$ cat src/rtl/ppc_consts.svh
// constants for the pixel pipeline / cursor 1 configuration block
// assumes inclusion by bare name from every rtl file that needs them
`ifndef PPC_CONSTS_SVH
`define PPC_CONSTS_SVH

// register indices written into the index port
`define PPC_IDX_CFG0 8'h80
`define PPC_IDX_CFG1 8'h81
`define PPC_IDX_CFG2 8'h82
`define PPC_IDX_CUR1 8'ha0

// reset values
`define PPC_RST_CFG0 8'h00
`define PPC_RST_CFG1 8'h00
`define PPC_RST_CFG2 8'h00
`define PPC_RST_CUR1 8'h00

// writable bit masks, reserved bits read zero
`define PPC_MASK_CFG1 8'h1f
`define PPC_MASK_CFG2 8'h0f

// config 0 fields
`define PPC_C0_DAC8 7
`define PPC_C0_STREAM 6
`define PPC_C0_AVG 5
`define PPC_C0_CUR_EN 4
`define PPC_C0_EXT_STAT 3
`define PPC_C0_FP_OVS 2
`define PPC_C0_CRT_OVS 1
`define PPC_C0_EXT_PAL 0

// config 1 and 2 fields
`define PPC_C1_NO_DELAY 4
`define PPC_C2_GFX_GAMMA 3
`define PPC_C2_VID_GAMMA 2
`define PPC_C2_CSYNC_G 1
`define PPC_C2_PEDESTAL 0

// cursor control fields
`define PPC_K_BLINK 7
`define PPC_K_VSTR 6
`define PPC_K_HSTR 5
`define PPC_K_ORIGIN 4
`define PPC_K_VEXT 3

// colour modes
`define PPC_CM_VGA 4'h0
`define PPC_CM_PK8 4'h2
`define PPC_CM_555 4'h4
`define PPC_CM_565 4'h5
`define PPC_CM_24C 4'h6
`define PPC_CM_24U 4'h7

// cursor modes
`define PPC_KM_OFF 3'h0
`define PPC_KM_32 3'h1
`define PPC_KM_128A 3'h2
`define PPC_KM_128B 3'h3
`define PPC_KM_64A 3'h4
`define PPC_KM_64C 3'h6
`define PPC_KM_RSVD 3'h7

// cursor heights in scan lines
`define PPC_H_32 10'h020
`define PPC_H_64 10'h040
`define PPC_H_128 10'h080

// converter port selects
`define PPC_PORT_MASK 2'h0
`define PPC_PORT_WX 2'h1
`define PPC_PORT_STATE 2'h2

// crt display enable / blank delay in clocks
`define PPC_DE_DELAY 1

`endif

$ cat src/rtl/ppc_pkg.sv
// types shared by the pixel pipeline configuration block
// assumes nothing beyond a single clock domain
package ppc_pkg;
	typedef logic [23:0] ppc_pix_type;
	typedef logic [3:0] ppc_cmode_type;
	typedef logic [2:0] ppc_kmode_type;
	typedef logic [1:0] ppc_port_type;
endpackage : ppc_pkg

$ cat src/rtl/ppc_stream_if.sv
// valid/ready pixel stream carrier between the block's own modules
// assumes source and sink share one clock
`timescale 1ns/1ps
`default_nettype none
interface ppc_stream_if #(parameter int W = 26);
	logic [W-1:0] data;
	logic valid;
	logic ready;
	modport src (output data, output valid, input ready);
	modport snk (input data, input valid, output ready);
endinterface : ppc_stream_if
`default_nettype wire

$ cat src/rtl/ppc_fifo.sv
// small pixel fifo with registered fill flag
// assumes one clock, synchronous active high reset
`timescale 1ns/1ps
`default_nettype none
module ppc_fifo #(
	parameter int W = 26,
	parameter int DEPTH = 4
) (
	input wire logic ref_clk,
	input wire logic rst,
	ppc_stream_if.snk fill,
	ppc_stream_if.src drain
);
	localparam int AW = $clog2(DEPTH);
	logic [W-1:0] mem [DEPTH];
	logic [AW-1:0] wr_ptr;
	logic [AW-1:0] rd_ptr;
	logic [AW:0] count;
	logic not_full;
	wire push = fill.valid && not_full;
	wire pop = drain.valid && drain.ready;

	// ready is a flop so upstream sees no combinational path
	assign fill.ready = not_full;
	assign drain.valid = (count != '0);
	assign drain.data = mem[rd_ptr];

	// pointers and occupancy
	always_ff @(posedge ref_clk) begin
		if (rst) begin
			wr_ptr <= '0;
			rd_ptr <= '0;
			count <= '0;
			not_full <= 1'b1;
		end else begin
			if (push) wr_ptr <= (wr_ptr == AW'(DEPTH - 1)) ? '0 : wr_ptr + 1'b1;
			if (pop) rd_ptr <= (rd_ptr == AW'(DEPTH - 1)) ? '0 : rd_ptr + 1'b1;
			count <= count + (AW+1)'(push) - (AW+1)'(pop);
			not_full <= (count + (AW+1)'(push) - (AW+1)'(pop)) != (AW+1)'(DEPTH);
		end
	end

	// storage
	always_ff @(posedge ref_clk) begin
		if (push) mem[wr_ptr] <= fill.data;
	end
endmodule : ppc_fifo
`default_nettype wire

$ cat src/rtl/ppc_pixel_avg.sv
// flat panel pixel averaging stage with one pixel of hold
// data layout {last, replicated, rgb}; assumes one clock
`timescale 1ns/1ps
`default_nettype none
module ppc_pixel_avg #(
	parameter int W = 26
) (
	input wire logic ref_clk,
	input wire logic rst,
	input wire logic avg_en,
	ppc_stream_if.snk up,
	ppc_stream_if.src down
);
	logic [W-1:0] hold;
	logic hold_valid;
	logic [W-1:0] out_q;
	logic out_valid;
	logic [23:0] mix;

	// a held line-end pixel leaves without waiting for a partner
	wire can_out = !out_valid || down.ready;
	wire hold_last = hold_valid && hold[W-1];
	wire accept = up.valid && up.ready;
	wire emit_last = can_out && hold_last;
	wire emit_pair = accept && hold_valid;
	wire do_avg = avg_en && hold[W-2];
	assign up.ready = can_out && !hold_last;
	assign down.data = out_q;
	assign down.valid = out_valid;

	// per component mean, rounded down
	genvar g;
	generate
		for (g = 0; g < 3; g++) begin : g_mix
			wire [8:0] s = {1'b0, hold[g*8 +: 8]} + {1'b0, up.data[g*8 +: 8]};
			assign mix[g*8 +: 8] = s[8:1];
		end
	endgenerate

	// replicated pixel averaged with its follower
	always_ff @(posedge ref_clk) begin
		if (rst) begin
			hold_valid <= 1'b0;
			out_valid <= 1'b0;
			hold <= '0;
			out_q <= '0;
		end else begin
			if (emit_pair || emit_last) begin
				out_valid <= 1'b1;
				out_q <= (emit_pair && do_avg) ? {hold[W-1:24], mix} : hold;
			end else if (down.ready) begin
				out_valid <= 1'b0;
			end
			if (accept) begin
				hold <= up.data;
				hold_valid <= 1'b1;
			end else if (emit_last) begin
				hold_valid <= 1'b0;
			end
		end
	end
endmodule : ppc_pixel_avg
`default_nettype wire

$ cat src/rtl/ppc_top.sv
// pixel pipeline and cursor 1 configuration: indexed registers, pixel path,
// crt signal delay, converter status reads and cursor 1 controls
// assumes every input is produced on ref_clk except the host port signals,
// which are also on ref_clk; no pins from other domains
`timescale 1ns/1ps
`include "ppc_consts.svh"
`default_nettype none
// Notes on behaviour
// converter components 6-bit by default, 8-bit when set
// converter fed from first or second stream
// flat panel replicated pixels averaged with follower
// cursor 1 shown only while its enable set
// extended status reads redefine three converter ports
// flat panel border uses protected second overscan
// crt border uses protected first overscan
// extended palette addressing opens all eight locations
// crt enable and blank delayed unless bit set
// delay bit ignored while flat panel engine runs
// software clears delay bit for standard modes
// four-bit colour mode field selects pixel format
// uncompressed 24-bit ignores top byte of dword
// graphics gamma routes 16/24 bpp through palette
// video gamma routes video through palette
// composite sync added on green when set
// blank pedestal applied when set
// cursor 1 blinks at external blink rate
// cursor 1 stretching only on flat panels
// origin select picks border or active corner
// vertical extension sets cursor 1 height
// three-bit cursor 1 mode field selects format
// extension holds lines over four minus one
// reserved cursor mode shows no cursor
module ppc_top #(
	parameter int FIFO_DEPTH = 4,
	parameter int DE_DELAY = `PPC_DE_DELAY
) (
	input wire logic ref_clk,
	input wire logic rst,
	input wire logic host_sel_data,
	input wire logic host_wr,
	input wire logic host_rd,
	input wire logic [7:0] host_wdata,
	output logic [7:0] host_rdata,
	input wire logic conv_rd,
	input wire ppc_pkg::ppc_port_type conv_port,
	input wire logic [7:0] conv_mask_val,
	input wire logic [7:0] conv_wx_val,
	input wire logic [7:0] conv_state_val,
	input wire logic [7:0] red_hold,
	input wire logic [7:0] green_hold,
	input wire logic [5:0] sm_status,
	output logic [7:0] conv_rdata,
	input wire logic [31:0] first_pixel_stream,
	input wire logic [31:0] second_pixel_stream,
	input wire logic pix_valid,
	input wire logic pix_replicated,
	input wire logic pix_last,
	output logic pix_ready,
	output logic [23:0] conv_pix,
	output logic conv_valid,
	input wire logic conv_ready,
	input wire logic [1:0] display_engine_select,
	input wire logic crt_de_in,
	input wire logic crt_blank_in,
	input wire logic csync_in,
	output logic crt_de,
	output logic crt_blank,
	output logic green_sync,
	output logic blank_pedestal,
	output logic fp_border_protected,
	output logic crt_border_protected,
	output logic ext_palette_access,
	output ppc_pkg::ppc_cmode_type color_mode,
	output logic gfx_through_palette,
	output logic video_through_palette,
	input wire logic blink_phase,
	input wire logic [7:0] cursor_one_height_extension,
	output logic cursor1_show,
	output logic cursor1_vstretch,
	output logic cursor1_hstretch,
	output logic cursor1_active_origin,
	output logic [9:0] cursor1_height,
	output ppc_pkg::ppc_kmode_type cursor1_mode
);
	import ppc_pkg::*;

	localparam int PW = 26;
	logic [7:0] index_reg;
	logic [7:0] pixel_pipe_config_zero;
	logic [7:0] pixel_pipe_config_one;
	logic [7:0] pixel_pipe_config_two;
	logic [7:0] cursor_one_control;
	logic [DE_DELAY-1:0] de_taps;
	logic [DE_DELAY-1:0] blank_taps;
	logic out_full;

	// register selection from the held index
	wire hit_c0 = (index_reg == `PPC_IDX_CFG0);
	wire hit_c1 = (index_reg == `PPC_IDX_CFG1);
	wire hit_c2 = (index_reg == `PPC_IDX_CFG2);
	wire hit_k1 = (index_reg == `PPC_IDX_CUR1);
	wire data_wr = host_wr && host_sel_data;
	logic [7:0] data_view;
	always_comb begin
		if (!host_sel_data) data_view = index_reg;
		else if (hit_c0) data_view = pixel_pipe_config_zero;
		else if (hit_c1) data_view = pixel_pipe_config_one;
		else if (hit_c2) data_view = pixel_pipe_config_two;
		else if (hit_k1) data_view = cursor_one_control;
		else data_view = 8'h00;
	end

	// named config fields
	wire dac8 = pixel_pipe_config_zero[`PPC_C0_DAC8];
	wire use_second = pixel_pipe_config_zero[`PPC_C0_STREAM];
	wire avg_en = pixel_pipe_config_zero[`PPC_C0_AVG];
	wire ext_status = pixel_pipe_config_zero[`PPC_C0_EXT_STAT];
	wire no_delay = pixel_pipe_config_one[`PPC_C1_NO_DELAY];
	wire [3:0] cmode = pixel_pipe_config_one[3:0];
	wire [2:0] kmode = cursor_one_control[2:0];
	wire fp_engine = display_engine_select[1];
	wire crt_vga = display_engine_select[0];

	// host port: index and data registers; unmapped indices ignore writes
	always_ff @(posedge ref_clk) begin
		if (rst) begin
			index_reg <= 8'h00;
			pixel_pipe_config_zero <= `PPC_RST_CFG0;
			pixel_pipe_config_one <= `PPC_RST_CFG1;
			pixel_pipe_config_two <= `PPC_RST_CFG2;
			cursor_one_control <= `PPC_RST_CUR1;
			host_rdata <= 8'h00;
		end else begin
			if (host_wr && !host_sel_data) index_reg <= host_wdata;
			if (data_wr && hit_c0) pixel_pipe_config_zero <= host_wdata;
			if (data_wr && hit_c1) pixel_pipe_config_one <= host_wdata & `PPC_MASK_CFG1;
			if (data_wr && hit_c2) pixel_pipe_config_two <= host_wdata & `PPC_MASK_CFG2;
			if (data_wr && hit_k1) cursor_one_control <= host_wdata;
			if (host_rd) host_rdata <= data_view;
		end
	end

	// converter port reads, redefined in extended status mode
	logic [7:0] conv_view;
	always_comb begin
		if (conv_port == `PPC_PORT_MASK) conv_view = ext_status ? red_hold : conv_mask_val;
		else if (conv_port == `PPC_PORT_WX) conv_view = ext_status ? green_hold : conv_wx_val;
		else if (conv_port == `PPC_PORT_STATE) conv_view = ext_status ? {sm_status, 2'b00}
			: conv_state_val;
		else conv_view = 8'h00;
	end
	always_ff @(posedge ref_clk) begin
		if (rst) conv_rdata <= 8'h00;
		else if (conv_rd) conv_rdata <= conv_view;
	end

	// stream choice; uncompressed 24-bit drops the top byte of each dword
	wire [31:0] sel_word = use_second ? second_pixel_stream : first_pixel_stream;
	wire [23:0] sel_pix = sel_word[23:0];
	ppc_stream_if #(.W(PW)) s_in ();
	ppc_stream_if #(.W(PW)) s_mid ();
	ppc_stream_if #(.W(PW)) s_out ();
	assign s_in.data = {pix_last, pix_replicated && fp_engine, sel_pix};
	assign s_in.valid = pix_valid;
	assign pix_ready = s_in.ready;

	// fifo absorbs converter stalls; averaging sits after it
	ppc_fifo #(.W(PW), .DEPTH(FIFO_DEPTH)) u_fifo (
		.ref_clk(ref_clk),
		.rst(rst),
		.fill(s_in),
		.drain(s_mid)
	);
	ppc_pixel_avg #(.W(PW)) u_avg (
		.ref_clk(ref_clk),
		.rst(rst),
		.avg_en(avg_en),
		.up(s_mid),
		.down(s_out)
	);

	// converter stage: 6-bit mode sends the top six bits of each component
	wire out_load = s_out.valid && s_out.ready;
	wire [23:0] pix_word = s_out.data[23:0];
	wire [23:0] pix_six = {2'b00, pix_word[23:18], 2'b00, pix_word[15:10], 2'b00,
		pix_word[7:2]};
	assign s_out.ready = !out_full || conv_ready;
	always_ff @(posedge ref_clk) begin
		if (rst) begin
			out_full <= 1'b0;
			conv_pix <= 24'h000000;
		end else if (s_out.ready) begin
			out_full <= s_out.valid;
			if (out_load) conv_pix <= dac8 ? pix_word : pix_six;
		end
	end
	assign conv_valid = out_full;

	// crt enable/blank delay, only on the vga pipeline and never on panels
	wire delay_act = !no_delay && crt_vga && !fp_engine;
	generate
		if (DE_DELAY == 1) begin : g_one
			always_ff @(posedge ref_clk) begin
				if (rst) begin
					de_taps <= '0;
					blank_taps <= '0;
				end else begin
					de_taps <= crt_de_in;
					blank_taps <= crt_blank_in;
				end
			end
		end else begin : g_many
			always_ff @(posedge ref_clk) begin
				if (rst) begin
					de_taps <= '0;
					blank_taps <= '0;
				end else begin
					de_taps <= {de_taps[DE_DELAY-2:0], crt_de_in};
					blank_taps <= {blank_taps[DE_DELAY-2:0], crt_blank_in};
				end
			end
		end
	endgenerate
	always_ff @(posedge ref_clk) begin
		if (rst) begin
			crt_de <= 1'b0;
			crt_blank <= 1'b1;
		end else begin
			crt_de <= delay_act ? de_taps[DE_DELAY-1] : crt_de_in;
			crt_blank <= delay_act ? blank_taps[DE_DELAY-1] : crt_blank_in;
		end
	end

	// 16/24 bpp formats are the ones graphics gamma may route
	wire deep_mode = (cmode == `PPC_CM_555) || (cmode == `PPC_CM_565) ||
		(cmode == `PPC_CM_24C) || (cmode == `PPC_CM_24U);

	// static controls toward the converter and border logic
	always_ff @(posedge ref_clk) begin
		if (rst) begin
			green_sync <= 1'b0;
			blank_pedestal <= 1'b0;
			fp_border_protected <= 1'b0;
			crt_border_protected <= 1'b0;
			ext_palette_access <= 1'b0;
			color_mode <= `PPC_CM_VGA;
			gfx_through_palette <= 1'b0;
			video_through_palette <= 1'b0;
		end else begin
			green_sync <= pixel_pipe_config_two[`PPC_C2_CSYNC_G] && csync_in;
			blank_pedestal <= pixel_pipe_config_two[`PPC_C2_PEDESTAL];
			fp_border_protected <= pixel_pipe_config_zero[`PPC_C0_FP_OVS];
			crt_border_protected <= pixel_pipe_config_zero[`PPC_C0_CRT_OVS];
			ext_palette_access <= pixel_pipe_config_zero[`PPC_C0_EXT_PAL];
			color_mode <= cmode;
			gfx_through_palette <= pixel_pipe_config_two[`PPC_C2_GFX_GAMMA] && deep_mode;
			video_through_palette <= pixel_pipe_config_two[`PPC_C2_VID_GAMMA];
		end
	end

	// cursor height from mode, or from extension as (value+1)*4 lines
	wire mode_ok = (kmode != `PPC_KM_OFF) && (kmode != `PPC_KM_RSVD);
	wire [9:0] ext_lines = {cursor_one_height_extension, 2'b00} + 10'h004;
	logic [9:0] mode_lines;
	always_comb begin
		if (kmode == `PPC_KM_32) mode_lines = `PPC_H_32;
		else if (kmode == `PPC_KM_128A || kmode == `PPC_KM_128B) mode_lines = `PPC_H_128;
		else if (kmode >= `PPC_KM_64A && kmode <= `PPC_KM_64C) mode_lines = `PPC_H_64;
		else mode_lines = 10'h000;
	end
	wire blink_on = cursor_one_control[`PPC_K_BLINK];

	// cursor 1 controls; stretch is a panel-only feature
	always_ff @(posedge ref_clk) begin
		if (rst) begin
			cursor1_show <= 1'b0;
			cursor1_vstretch <= 1'b0;
			cursor1_hstretch <= 1'b0;
			cursor1_active_origin <= 1'b0;
			cursor1_height <= 10'h000;
			cursor1_mode <= `PPC_KM_OFF;
		end else begin
			cursor1_show <= pixel_pipe_config_zero[`PPC_C0_CUR_EN] && mode_ok &&
				(!blink_on || blink_phase);
			cursor1_vstretch <= cursor_one_control[`PPC_K_VSTR] && fp_engine;
			cursor1_hstretch <= cursor_one_control[`PPC_K_HSTR] && fp_engine;
			cursor1_active_origin <= cursor_one_control[`PPC_K_ORIGIN];
			cursor1_height <= cursor_one_control[`PPC_K_VEXT] ? ext_lines : mode_lines;
			cursor1_mode <= mode_ok ? kmode : `PPC_KM_OFF;
		end
	end

	// checks
	property p_six_bit;
		@(posedge ref_clk) disable iff (rst)
		(out_load && !dac8) |=> (conv_pix[23:22] == 2'b00) && (conv_pix[15:14] == 2'b00) &&
			(conv_pix[7:6] == 2'b00);
	endproperty
	a_six_bit: assert property (p_six_bit) else $error("six-bit mode leaked top bits");
	property p_cur_hidden;
		@(posedge ref_clk) disable iff (rst)
		!pixel_pipe_config_zero[`PPC_C0_CUR_EN] |=> !cursor1_show;
	endproperty
	a_cur_hidden: assert property (p_cur_hidden) else $error("cursor shown while off");
	property p_rsvd_mode;
		@(posedge ref_clk) disable iff (rst)
		(kmode == `PPC_KM_RSVD) |=> !cursor1_show && (cursor1_mode == `PPC_KM_OFF);
	endproperty
	a_rsvd_mode: assert property (p_rsvd_mode) else $error("reserved cursor mode shown");
	property p_ext_red;
		@(posedge ref_clk) disable iff (rst)
		(conv_rd && ext_status && conv_port == `PPC_PORT_MASK) |=> conv_rdata == $past(red_hold);
	endproperty
	a_ext_red: assert property (p_ext_red) else $error("mask port not red hold");
	property p_ext_state;
		@(posedge ref_clk) disable iff (rst)
		(conv_rd && ext_status && conv_port == `PPC_PORT_STATE) |=>
			conv_rdata == {$past(sm_status), 2'b00};
	endproperty
	a_ext_state: assert property (p_ext_state) else $error("state port wrong");
	property p_fp_nodelay;
		@(posedge ref_clk) disable iff (rst)
		fp_engine |=> crt_de == $past(crt_de_in) && crt_blank == $past(crt_blank_in);
	endproperty
	a_fp_nodelay: assert property (p_fp_nodelay) else $error("panel engine delayed de");
	property p_vga_delay;
		@(posedge ref_clk) disable iff (rst)
		(delay_act && $past(!rst)) |=> crt_de == $past(crt_de_in, 2);
	endproperty
	a_vga_delay: assert property (p_vga_delay) else $error("vga de not delayed");
	property p_vext_height;
		@(posedge ref_clk) disable iff (rst)
		cursor_one_control[`PPC_K_VEXT] |=>
			cursor1_height == ({2'b00, $past(cursor_one_height_extension)} + 10'h001) * 10'h004;
	endproperty
	a_vext_height: assert property (p_vext_height) else $error("extension height wrong");
	property p_crt_stretch;
		@(posedge ref_clk) disable iff (rst)
		!fp_engine |=> !cursor1_vstretch && !cursor1_hstretch;
	endproperty
	a_crt_stretch: assert property (p_crt_stretch) else $error("stretch on crt");
endmodule : ppc_top
`default_nettype wire
$ cat config.mk
export PLATFORM = sky130hd
export DESIGN_NAME = ppc_top
export DESIGN_NICKNAME = d
export VERILOG_FILES = /design/src/rtl/ppc_pkg.sv /design/src/rtl/ppc_stream_if.sv /design/src/rtl/ppc_fifo.sv /design/src/rtl/ppc_pixel_avg.sv /design/src/rtl/ppc_top.sv
export VERILOG_INCLUDE_DIRS = /design/src /design/src/rtl
export SDC_FILE = /design/constraint.sdc
export NUM_CORES = 1
export LEC_CHECK = 0
export ABC_AREA = 1
export BUFFER_PORTS_ARGS = -buffer_cell sky130_fd_sc_hd__buf_2
export CELL_PAD_IN_SITES_DETAIL_PLACEMENT = 0
export CELL_PAD_IN_SITES_GLOBAL_PLACEMENT = 1
export CORE_MARGIN = 3
export CORE_UTILIZATION = 42
export DETAILED_ROUTE_END_ITERATION = 10
export PLACE_DENSITY = 0.89
export SYNTH_ARGS = -nofsm -noshare
export SYNTH_HDL_FRONTEND = slang
export SYNTH_SLANG_ARGS = --single-unit
$ cat constraint.sdc
create_clock -name ref_clk -period 2.9 [get_ports ref_clk]
set_clock_uncertainty 0.05 [all_clocks]
set_input_delay 0.435 -clock ref_clk [delete_from_list [all_inputs] [get_ports ref_clk]]
set_output_delay 0.435 -clock ref_clk [all_outputs]
set_load 0.02 [all_outputs]
---- After elaboration in Yosys (flattened, before gate mapping) ----
Memories as Yosys holds them, arrays and structs flattened. A register that Yosys moved wholly into a read port is not among the register bits.
Cells that the tools add are included.
operators by class
  add/subtract/negate cells ............... 8
  magnitude comparators ................... 2
  equal/unequal tests ..................... 17
  multiplexer cells ....................... 30
  bitwise logic cells ..................... 1
  reductions and logical operators ........ 48
operator list
  cell                                                       count
  two-way mux 8 bit                                          13
  two-way mux 24 bit                                         3
  == test 8 bit (second input constant)                      4
  adder 8 x 8 -> 9 bit                                       3
  logical AND 1 bit                                          26
  == test 4 x 3 -> 1 bit (second input constant)             4
  adder 10 x 3 -> 10 bit (second input constant)             1
  two-way mux 10 bit                                         1
  logical OR 1 bit                                           8
  two-way mux 1 bit                                          8
  two-way mux 2 bit                                          4
  zero test 1 bit                                            7
  two-way mux 7 bit                                          1
  == test 2 bit (second input constant)                      3
  == test 3 x 2 -> 1 bit (second input constant)             2
  inequality test 3 bit (second input constant)              2
  nonzero test 3 bit                                         2
  adder 2 x 1 -> 2 bit (second input constant)               2
  nonzero test 2 bit                                         2
  adder 3 x 1 -> 3 bit                                       1
  == test 3 x 1 -> 1 bit (second input constant)             1
  greater-or-equal comparator 3 bit (second input constant)  1
  <= comparator 3 bit (second input constant)                1
  subtractor 3 x 1 -> 3 bit                                  1
  5 further kinds                                            5
word-level totals
  register bits after elaboration ......... 166
  memory bits (writable) .................. 104
  bits of input ports ..................... 144
  output and inout bits ................... 72
  word-level logic and storage cells ...... 142
  memories ................................ 1
memories
  memory      depth  bits a word  read ports  clocked after Yosys merged registers in  wr ports  line            text
  u_fifo.mem  4      26           1           1                                        1         ppc_fifo.sv:15  logic [W-1:0] mem [DEPTH];

---- Depth between registers and ports, before layout ----
Gate-level depths: netlist of the first run.
  depth after elaboration ................. 8
  mapped depth ............................ 17
  gate-level depth less buffers ........... 16

---- By module ----
From an unflattened synthesis of the first run, not the netlist that was laid out.
unflattened totals
  cell total of the unflattened synthesis .. 1450
  area total of the unflattened synthesis .. 12482.0 um^2
modules (own cells, without submodules)
  module         instances  cells an instance  area each (um^2)  sequential area each (um^2)
  ppc_top        1          647                4838.4            2082.0
  ppc_fifo       1          319                4361.7            3323.2
  ppc_pixel_avg  1          484                3281.9            1081.0

---- Worst setup path before layout of the first run ----
No wires, ideal clock.
  kind .................................... register to register
  start ................................... register out_full, in the netlist conv_valid
  end ..................................... register u_fifo.not_full, in the netlist u_fifo.fill.ready
  setup time .............................. 0.125 ns
  arrival ................................. 2.227 ns
  required time ........................... 2.725 ns
  setup slack ............................. 0.498 ns
  stages on the path, launching flop included .. 10
  buffers on the path ..................... 1
  clock period less this slack ............ 2.402 ns
  path through ............................ dfxtp_1 > nand3_2 > nand3_4 > clkbuf_1 > xor2_1 > ha_1 > fa_1 > or2_2 > a21oi_1 > nand3_1
on the way
  longest elaborated chain between the ends .. 7
RTL lines
  what                       line                 text
  start: declaration         ppc_top.sv:95        logic out_full;
  start signal: assignment   ppc_top.sv:193       out_full <= s_out.valid;
  zero test 1 bit            ppc_top.sv:187       assign s_out.ready = !out_full || conv_ready;
  logical OR 1 bit           ppc_top.sv:187
  logical OR 1 bit           ppc_pixel_avg.sv:21  wire can_out = !out_valid || down.ready;
  logical AND 1 bit          ppc_pixel_avg.sv:27  assign up.ready = can_out && !hold_last;
  logical AND 1 bit          ppc_fifo.sv:21       wire pop = drain.valid && drain.ready;
  subtractor 3 x 1 -> 3 bit  ppc_fifo.sv:39       not_full <= (count + (AW+1)'(push) - (AW+1)'(pop)) != (AW+1)'(DEPTH);
  inequality test 3 bit      ppc_fifo.sv:39
  end signal: assignment     ppc_fifo.sv:39
  end: declaration           ppc_fifo.sv:19       logic not_full;
Every way passes these cells.
A chain may end at the register's enable or synchronous reset.

==> flow_summary.json, run 1 <==
{
  "pwr-share-seq_pct": 37.8,
  "place.gp.congestion": 0.858,
  "pin_count": 216,
  "reg.largest.list": "u_fifo.mem x104, u_avg.hold x26",
  "path_clk_slew_ns": 0.06,
  "power_switching_w": 0.00480,
  "synthCells": 1384,
  "synth-seq-area-share_pct": 53.7,
  "reg2reg_slack_ns": 0.25,
  "numCtsBuffers": 28,
  "grt_pass1_wl_um": 46900,
  "fmax_mhz": 377,
  "arrival_ns": 3.01,
  "worst_hold_startpoint": "cursor_one_height_extension[0]",
  "p_clk_share_pct": 25.7,
  "clk_latency_ns": 0.55,
  "crit_required_ns": 3.25,
  "drt_iter0_drc": 809,
  "grt_start_max_net_pins": 56,
  "start_kind": "flop",
  "relSlewSlack_pct": 47.7,
  "die-area_um2": 30600,
  "grt_setup_unrepaired": "true",
  "regMostFlops": "u_fifo.mem",
  "track_usage_pct": 18.6,
  "crit_type": "reg2reg",
  "fp.dieH_um": 175,
  "drc": 0,
  "synthTopCellsByArea": "dfxtp_1 28%, edfxtp_1 26%, nand2_1 7.8%",
  "cts-root-buf": "clkbuf_16",
  "grt_pass1_vias": 9320,
  "drv_cap": 0,
  "vias": 9921,
  "synth-edff-count": 104,
  "dr.pass1.iters": 6,
  "yosysWarnings": 0,
  "critPathMaxFanout": 22,
  "slew_viol_final": 0,
  "min_path_type": "in2reg",
  "reg2regPathDepth": 13,
  "grt_overflow_total": 0,
  "r2r-end": "u_avg.down.data[14]$_SDFFE_PP0P_",
  "nFillCells": 2641,
  "hold_depth": 2,
  "wire_per_inst_um": 15.0,
  "initial_utilization_pct": 43.0,
  "port_buffers": 197,
  "p_int_w": 0.00815,
  "finalCritPeriodShare_pct": 91.5,
  "ctsHoldBuffers": 0,
  "swShare_pct": 37.1,
  "p_comb_share_pct": 36.5,
  "routed_via_density": 5.06,
  "core.rowCount": 61,
  "synth_area_um2": 12000,
  "netlist-cell-type-count": 51,
  "cts_max_level": 1,
  "core_um2": 27900,
  "yosysTopAreaCellShare_pct": 27.7,
  "avgSynthCellArea_um2": 8.67,
  "dp_hpwl_um": 20000,
  "largest_register_ffs": 104,
  "crit_path_end_kind": "flop",
  "wl_um": 29400,
  "synth_top_cell_by_area": "dfxtp_1",
  "p_leak_nw": 5.99,
  "fin_setup_tns_ns": 0,
  "power_density_nw_per_um2": 915,
  "detail-route-antenna-nets": 0,
  "synthToLayoutAreaGrowth_pct": 17.9,
  "finalHoldViolations": 0,
  "cts_setup_buffers": 0,
  "worst_pin_slew_ns": 0.780,
  "ys.flop_type": "dfxtp_1",
  "final_layout_size_suffix_gt1_share_pct": 18.9,
  "clk_path_buf_depth": 3,
  "die_w_um": 175,
  "final_util_pct": 50.7,
  "synth_seq_cells": 270,
  "outcome": "finished clean",
  "post-route-min-period_ns": 2.65,
  "setup_violations": 0,
  "irDropWorstVdd_v": 0.000495,
  "cts_tree": "done",
  "antenna_found_initial": 2,
  "holdPathEnd": "cursor1_height[2]$_SDFF_PP0_",
  "cts_sinks": 270,
  "async_flop_share_pct": 0,
  "final_nets": 1736
}
==> through the flow <==
stage / cells / setup WS, ns / hold slack [ns] / total power, W / instance area [µm²]
2_1_floorplan: 1385 / 0.498 / 0.360 / 0.00845 / 12000
3_3_place_gp: 1908 / 0.218 / 0.378 / 0.00954 / 13300
3_5_place_dp: 1908 / 0.201 / 0.378 / 0.00964 / 13300
4_1_cts: 1958 / 0.156 / 0.0208 / 0.0130 / 14200
5_1_grt: 1959 / -0.000671 / 0.0431 / 0.0140 / 14200
6_report: 1959 / 0.247 / 0.0483 / 0.0130 / 14200
==> cell usage in the layout (no fill, tap or decap), types with 4 or more instances in the layout <==
cell       count
clkinv_1       5
a211oi_1      11
o21ai_1        9
nand3_1       37
nand4_1        5
fa_1           4
o221ai_1       4
o21bai_1       7
o22ai_1       22
xor2_1         7
clkinv_2       6
dfxtp_1      166
xnor2_1        6
nor2_1       152
a21oi_1      114
buf_4         18
nor3_1         6
nand2_2        5
or2_2          6
inv_1        116
ha_1          28
clkbuf_16     28
o21ai_0      170
clkbuf_1       8
a31oi_1       24
edfxtp_1     104
buf_2        197
nand2_1      249
o211ai_1       7
nand3_2        5
nor2_2         5
inv_2          8
==> metal layers <==
metal	global-route usage [%]	up-vias	part of all wire (%)
met5	0	-	0.034
met4	5.42	2	2.2
met3	3.37	53	7.2
met2	29.7	340	44
met1	25.9	4489	46
li1	-	5037	-
==> timing repair <==
action / CTS / global route
resized for setup: 0 / 2
setup endpoints to repair: 0 / 3
hold endpoints to repair: 0 / 0
==> synth_stat cells, types with 3 or more instances <==
master    count
nand2_1     249
o21ai_0     170
dfxtp_1     166
nor2_1      156
inv_1       117
a21oi_1     114
edfxtp_1    104
clkbuf_1     45
nand3_1      37
ha_1         28
a31oi_1      24
o22ai_1      22
buf_2        12
a211oi_1     11
o21ai_1       9
buf_4         8
buf_6         7
inv_2         7
o211ai_1      7
o21bai_1      7
xor2_1        7
nor3_1        6
or2_2         6
xnor2_1       6
nand2_2       5
nand3_2       5
nand4_1       5
fa_1          4
o221ai_1      4
a21oi_2       3
a32oi_1       3
a41oi_1       3
==> kinds of logic (layout without fill, tap and decap cells) <==
family	count (synthesis)	count (layout)	share of synthesized area (%)
compound gates	386	386	17.8
xor+xnor	13	13	0.949
fa+ha+maj	32	32	3.59
buf+inv	200	395	7.08
flops	270	270	53.7
other cells	1	3	0.0312
simple gates	482	482	16.8
==> critical path: stages (launching register included) <==
cell	delay, ns
dfxtp_1	0.42
clkinv_2	0.21
buf_12	0.21
o21ai_0	0.17
o22ai_1	0.18
ha_1	0.39
a21oi_1	0.23
o21bai_1	0.09
a21oi_1	0.17
nand2_1	0.07
nand2_1	0.07
nand3_1	0.07
nand2_1	0.10
a21oi_1	0.07
==> how the worst max path moves through the flow <==
stage                            start                          endpoint  depth (start not counted)
2_1_floorplan  conv_valid$_SDFFE_PP0P_      u_fifo.fill.ready$_SDFF_PP1_                          9
6_report                          flop  u_avg.down.data[14]$_SDFFE_PP0P_                         13
5_1_grt                           flop  u_avg.down.data[23]$_SDFFE_PP0P_                         15
3_5_place_dp                      flop   u_avg.down.data[7]$_SDFFE_PP0P_                         13
3_3_place_gp                      flop   u_avg.down.data[7]$_SDFFE_PP0P_                         13
4_1_cts                           flop   u_avg.down.data[7]$_SDFFE_PP0P_                         13
==> power groups by stage <==
stage | sequential, W | clock [W] | combinational [W]
final | 0.00490 | 0.00333 | 0.00472
after global routing | 0.00496 | 0.00358 | 0.00542
after CTS | 0.00489 | 0.00343 | 0.00471
after detailed placement | 0.00497 | 0 | 0.00468
after global placement | 0.00495 | 0 | 0.00459
after floorplan | 0.00499 | 0 | 0.00346
==> final cells by class <==
class / count / area (µm²) / share of cell area, %
sequential: 270 / 6450 / 45.5
clock buffer: 38 / 758 / 5.36
inverter: 127 / 478 / 3.38
multi-input combinational: 915 / 4720 / 33.3
antenna: 1 / 2.50 / 0.0177
clock inverter: 12 / 96.3 / 0.681
tap: 378 / 473 / 3.34
timing repair buffer: 218 / 1180 / 8.35
Power figures use the tool's default switching activity.
==> run 2: changes to the inputs <==
Settings changed: ABC_CLOCK_PERIOD_IN_PS set to 2900, REMOVE_ABC_BUFFERS set to 1, SKIP_LAST_GASP set to 1.
==> flow_summary.json, run 2 (same netlist as run 1, synthesis figures left out) <==
{
  "port_buffers": 197,
  "dp_hpwl_um": 19500,
  "clk_path_buf_depth": 3,
  "detail-route-antenna-nets": 0,
  "die_w_um": 175,
  "final_nets": 1738,
  "regMostFlops": "u_fifo.mem",
  "slowest_stage": "fa_1",
  "min_path_type": "in2reg",
  "postPlaceCellArea_um2": 13300,
  "crit_end": "u_avg.down.data[21]$_SDFFE_PP0P_",
  "power_switching_w": 0.00472,
  "reg2regPathDepth": 13,
  "final_layout_size_suffix_gt1_share_pct": 19.1,
  "stdcell_area_um2": 14300,
  "crit_required_ns": 3.33,
  "n_antenna_cell": 0,
  "synthToLayoutAreaGrowth_pct": 18.9,
  "crit_buf_inv": 2,
  "pwr-share-seq_pct": 37.0,
  "p_clk_share_pct": 27.9,
  "grt_setup_unrepaired": "true",
  "crit_path_end_kind": "flop",
  "power_density_nw_per_um2": 925,
  "irDropWorstVdd_v": 0.000587,
  "wire_per_inst_um": 14.3,
  "dr.pass1.iters": 5,
  "worst_pin_slew_ns": 0.673,
  "cp_top_family": "compound AO/OA/AOI/OAI gates",
  "slew_viol_final": 0,
  "start_kind": "flop",
  "cts-root-buf": "clkbuf_16",
  "critical_path_depth": 13,
  "r2r-end": "u_avg.down.data[21]$_SDFFE_PP0P_",
  "outcome": "finished clean",
  "critPathMaxFanout": 24,
  "wl_um": 28100,
  "initial_utilization_pct": 43.0,
  "numCtsBuffers": 28,
  "post-route-min-period_ns": 2.64,
  "reg2reg_slack_ns": 0.26,
  "antenna_found_initial": 0,
  "fp.dieH_um": 175,
  "slowest_delay_ns": 0.46,
  "p_int_w": 0.00848,
  "grt_pass1_vias": 8862,
  "routed_via_density": 4.97,
  "drt_iter0_drc": 656,
  "ctsHoldBuffers": 0,
  "grt_pass1_wl_um": 44700,
  "core.rowCount": 61,
  "cts_sinks": 270,
  "cts_max_level": 1,
  "path_cells": "buf_4 -> nand2_1 -> a32oi_1 -> inv_1 -> fa_1 -> o21ai_0 -> nand2_1 -> nand2_1 -> nand2_1 -> nand2_1 -> xor2_1 -> nand2_1 -> a21oi_1",
  "largest_register_ffs": 104,
  "cpMostUsedCell": "nand2_1",
  "arrival_ns": 3.06,
  "crit_type": "reg2reg",
  "cts_tree": "done",
  "setup_violations": 0,
  "place.gp.congestion": 0.838,
  "core_um2": 27900,
  "path_clk_slew_ns": 0.06,
  "relSlewSlack_pct": 55.1,
  "finalCritPeriodShare_pct": 90.9,
  "drc": 0,
  "drv_cap": 0,
  "p_comb_share_pct": 35.1,
  "grt_overflow_total": 0,
  "final_common_cell": "nand2_1",
  "track_usage_pct": 17.6,
  "clk_latency_ns": 0.54,
  "die-area_um2": 30600,
  "swShare_pct": 35.7,
  "cts_setup_buffers": 0,
  "p_leak_nw": 6.04,
  "grt_start_max_net_pins": 55,
  "reg.largest.list": "u_fifo.mem x104, u_avg.hold x26",
  "layout_common_cells": "249 x nand2_1, 197 x buf_2, 170 x o21ai_0",
  "fmax_mhz": 379,
  "finalHoldViolations": 0,
  "vias": 9747,
  "fin_setup_tns_ns": 0,
  "pin_count": 216
}
-- run 2: changes by cell type in the layout (fill, tap and decap cells not counted), moves of 2 or more --
cell,change
buf_4,+3
a21boi_1,-2
bufinv_16,+4
clkinv_2,-3
a21boi_0,+2
-- run 2: per-layer routing --
layer	track usage, %	vias to the layer above	part of all wire [%]
li1	-	5040	-
met1	24.5	4425	48
met2	29.1	252	45
met3	2.82	30	6.0
met4	3.66	0	1.5
met5	0	-	0
-- run 2: how the worst min path moves through the flow --
stage,startpoint,end,cells past startpoint
after floorplan,pixel_pipe_config_two[1]$_SDFFE_PP0P_,green_sync$_SDFF_PP0_,2
after global placement,pixel_pipe_config_two[1]$_SDFFE_PP0P_,green_sync$_SDFF_PP0_,2
after detailed placement,pixel_pipe_config_two[1]$_SDFFE_PP0P_,green_sync$_SDFF_PP0_,2
after CTS,cursor_one_height_extension[0],cursor1_height[2]$_SDFF_PP0_,2
after global routing,cursor_one_height_extension[0],cursor1_height[2]$_SDFF_PP0_,2
final,cursor_one_height_extension[0],cursor1_height[2]$_SDFF_PP0_,2
-- run 2: cell type report --
class	instances	area (µm²)
flip-flops and latches	270	6450
clock inverters	13	205
inverters	127	480
multi-input cells	915	4730
fillers	2649	13700
repair buffers	220	1180
well taps	378	473
clock buffers	38	748
-- run 2: per-stage QoR --
stage	worst slack, ns	util, %	hold slack, ns	instances	power (W)
detailed placement	0.234	47.6	0.373	1910	0.00955
global placement	0.246	47.6	0.374	1910	0.00944
finish	0.263	51.1	0.0365	1961	0.0132
global route	-0.0608	51.1	0.0335	1961	0.0142
floorplan	-0.585	-	0.360	1312	0.00820
CTS	0.216	51.0	0.0239	1961	0.0133
-- run 2: power by group through the flow --
stage | sequential (W) | clock [W] | combinational (W)
after global placement | 0.00494 | 0 | 0.00451
after CTS | 0.00488 | 0.00375 | 0.00463
after global routing | 0.00494 | 0.00393 | 0.00530
after floorplan | 0.00507 | 0 | 0.00313
after detailed placement | 0.00495 | 0 | 0.00460
final | 0.00488 | 0.00368 | 0.00463
-- run 2: timing repair --
item,CTS,global route
gates resized for setup,0,3
hold endpoints to repair,0,0
setup endpoints to repair,0,4
-- run 2: worst register-to-register path: cells and delay by family, from the launching register on --
kind	cells	cell delay [ns]
DFF	1	0.36
xor gates and xnor gates	1	0.14
AOI/OAI and AO/OA	3	0.69
and+or+nand+nor	6	0.46
adders and majority gates	1	0.46
buffers and inverters	2	0.41
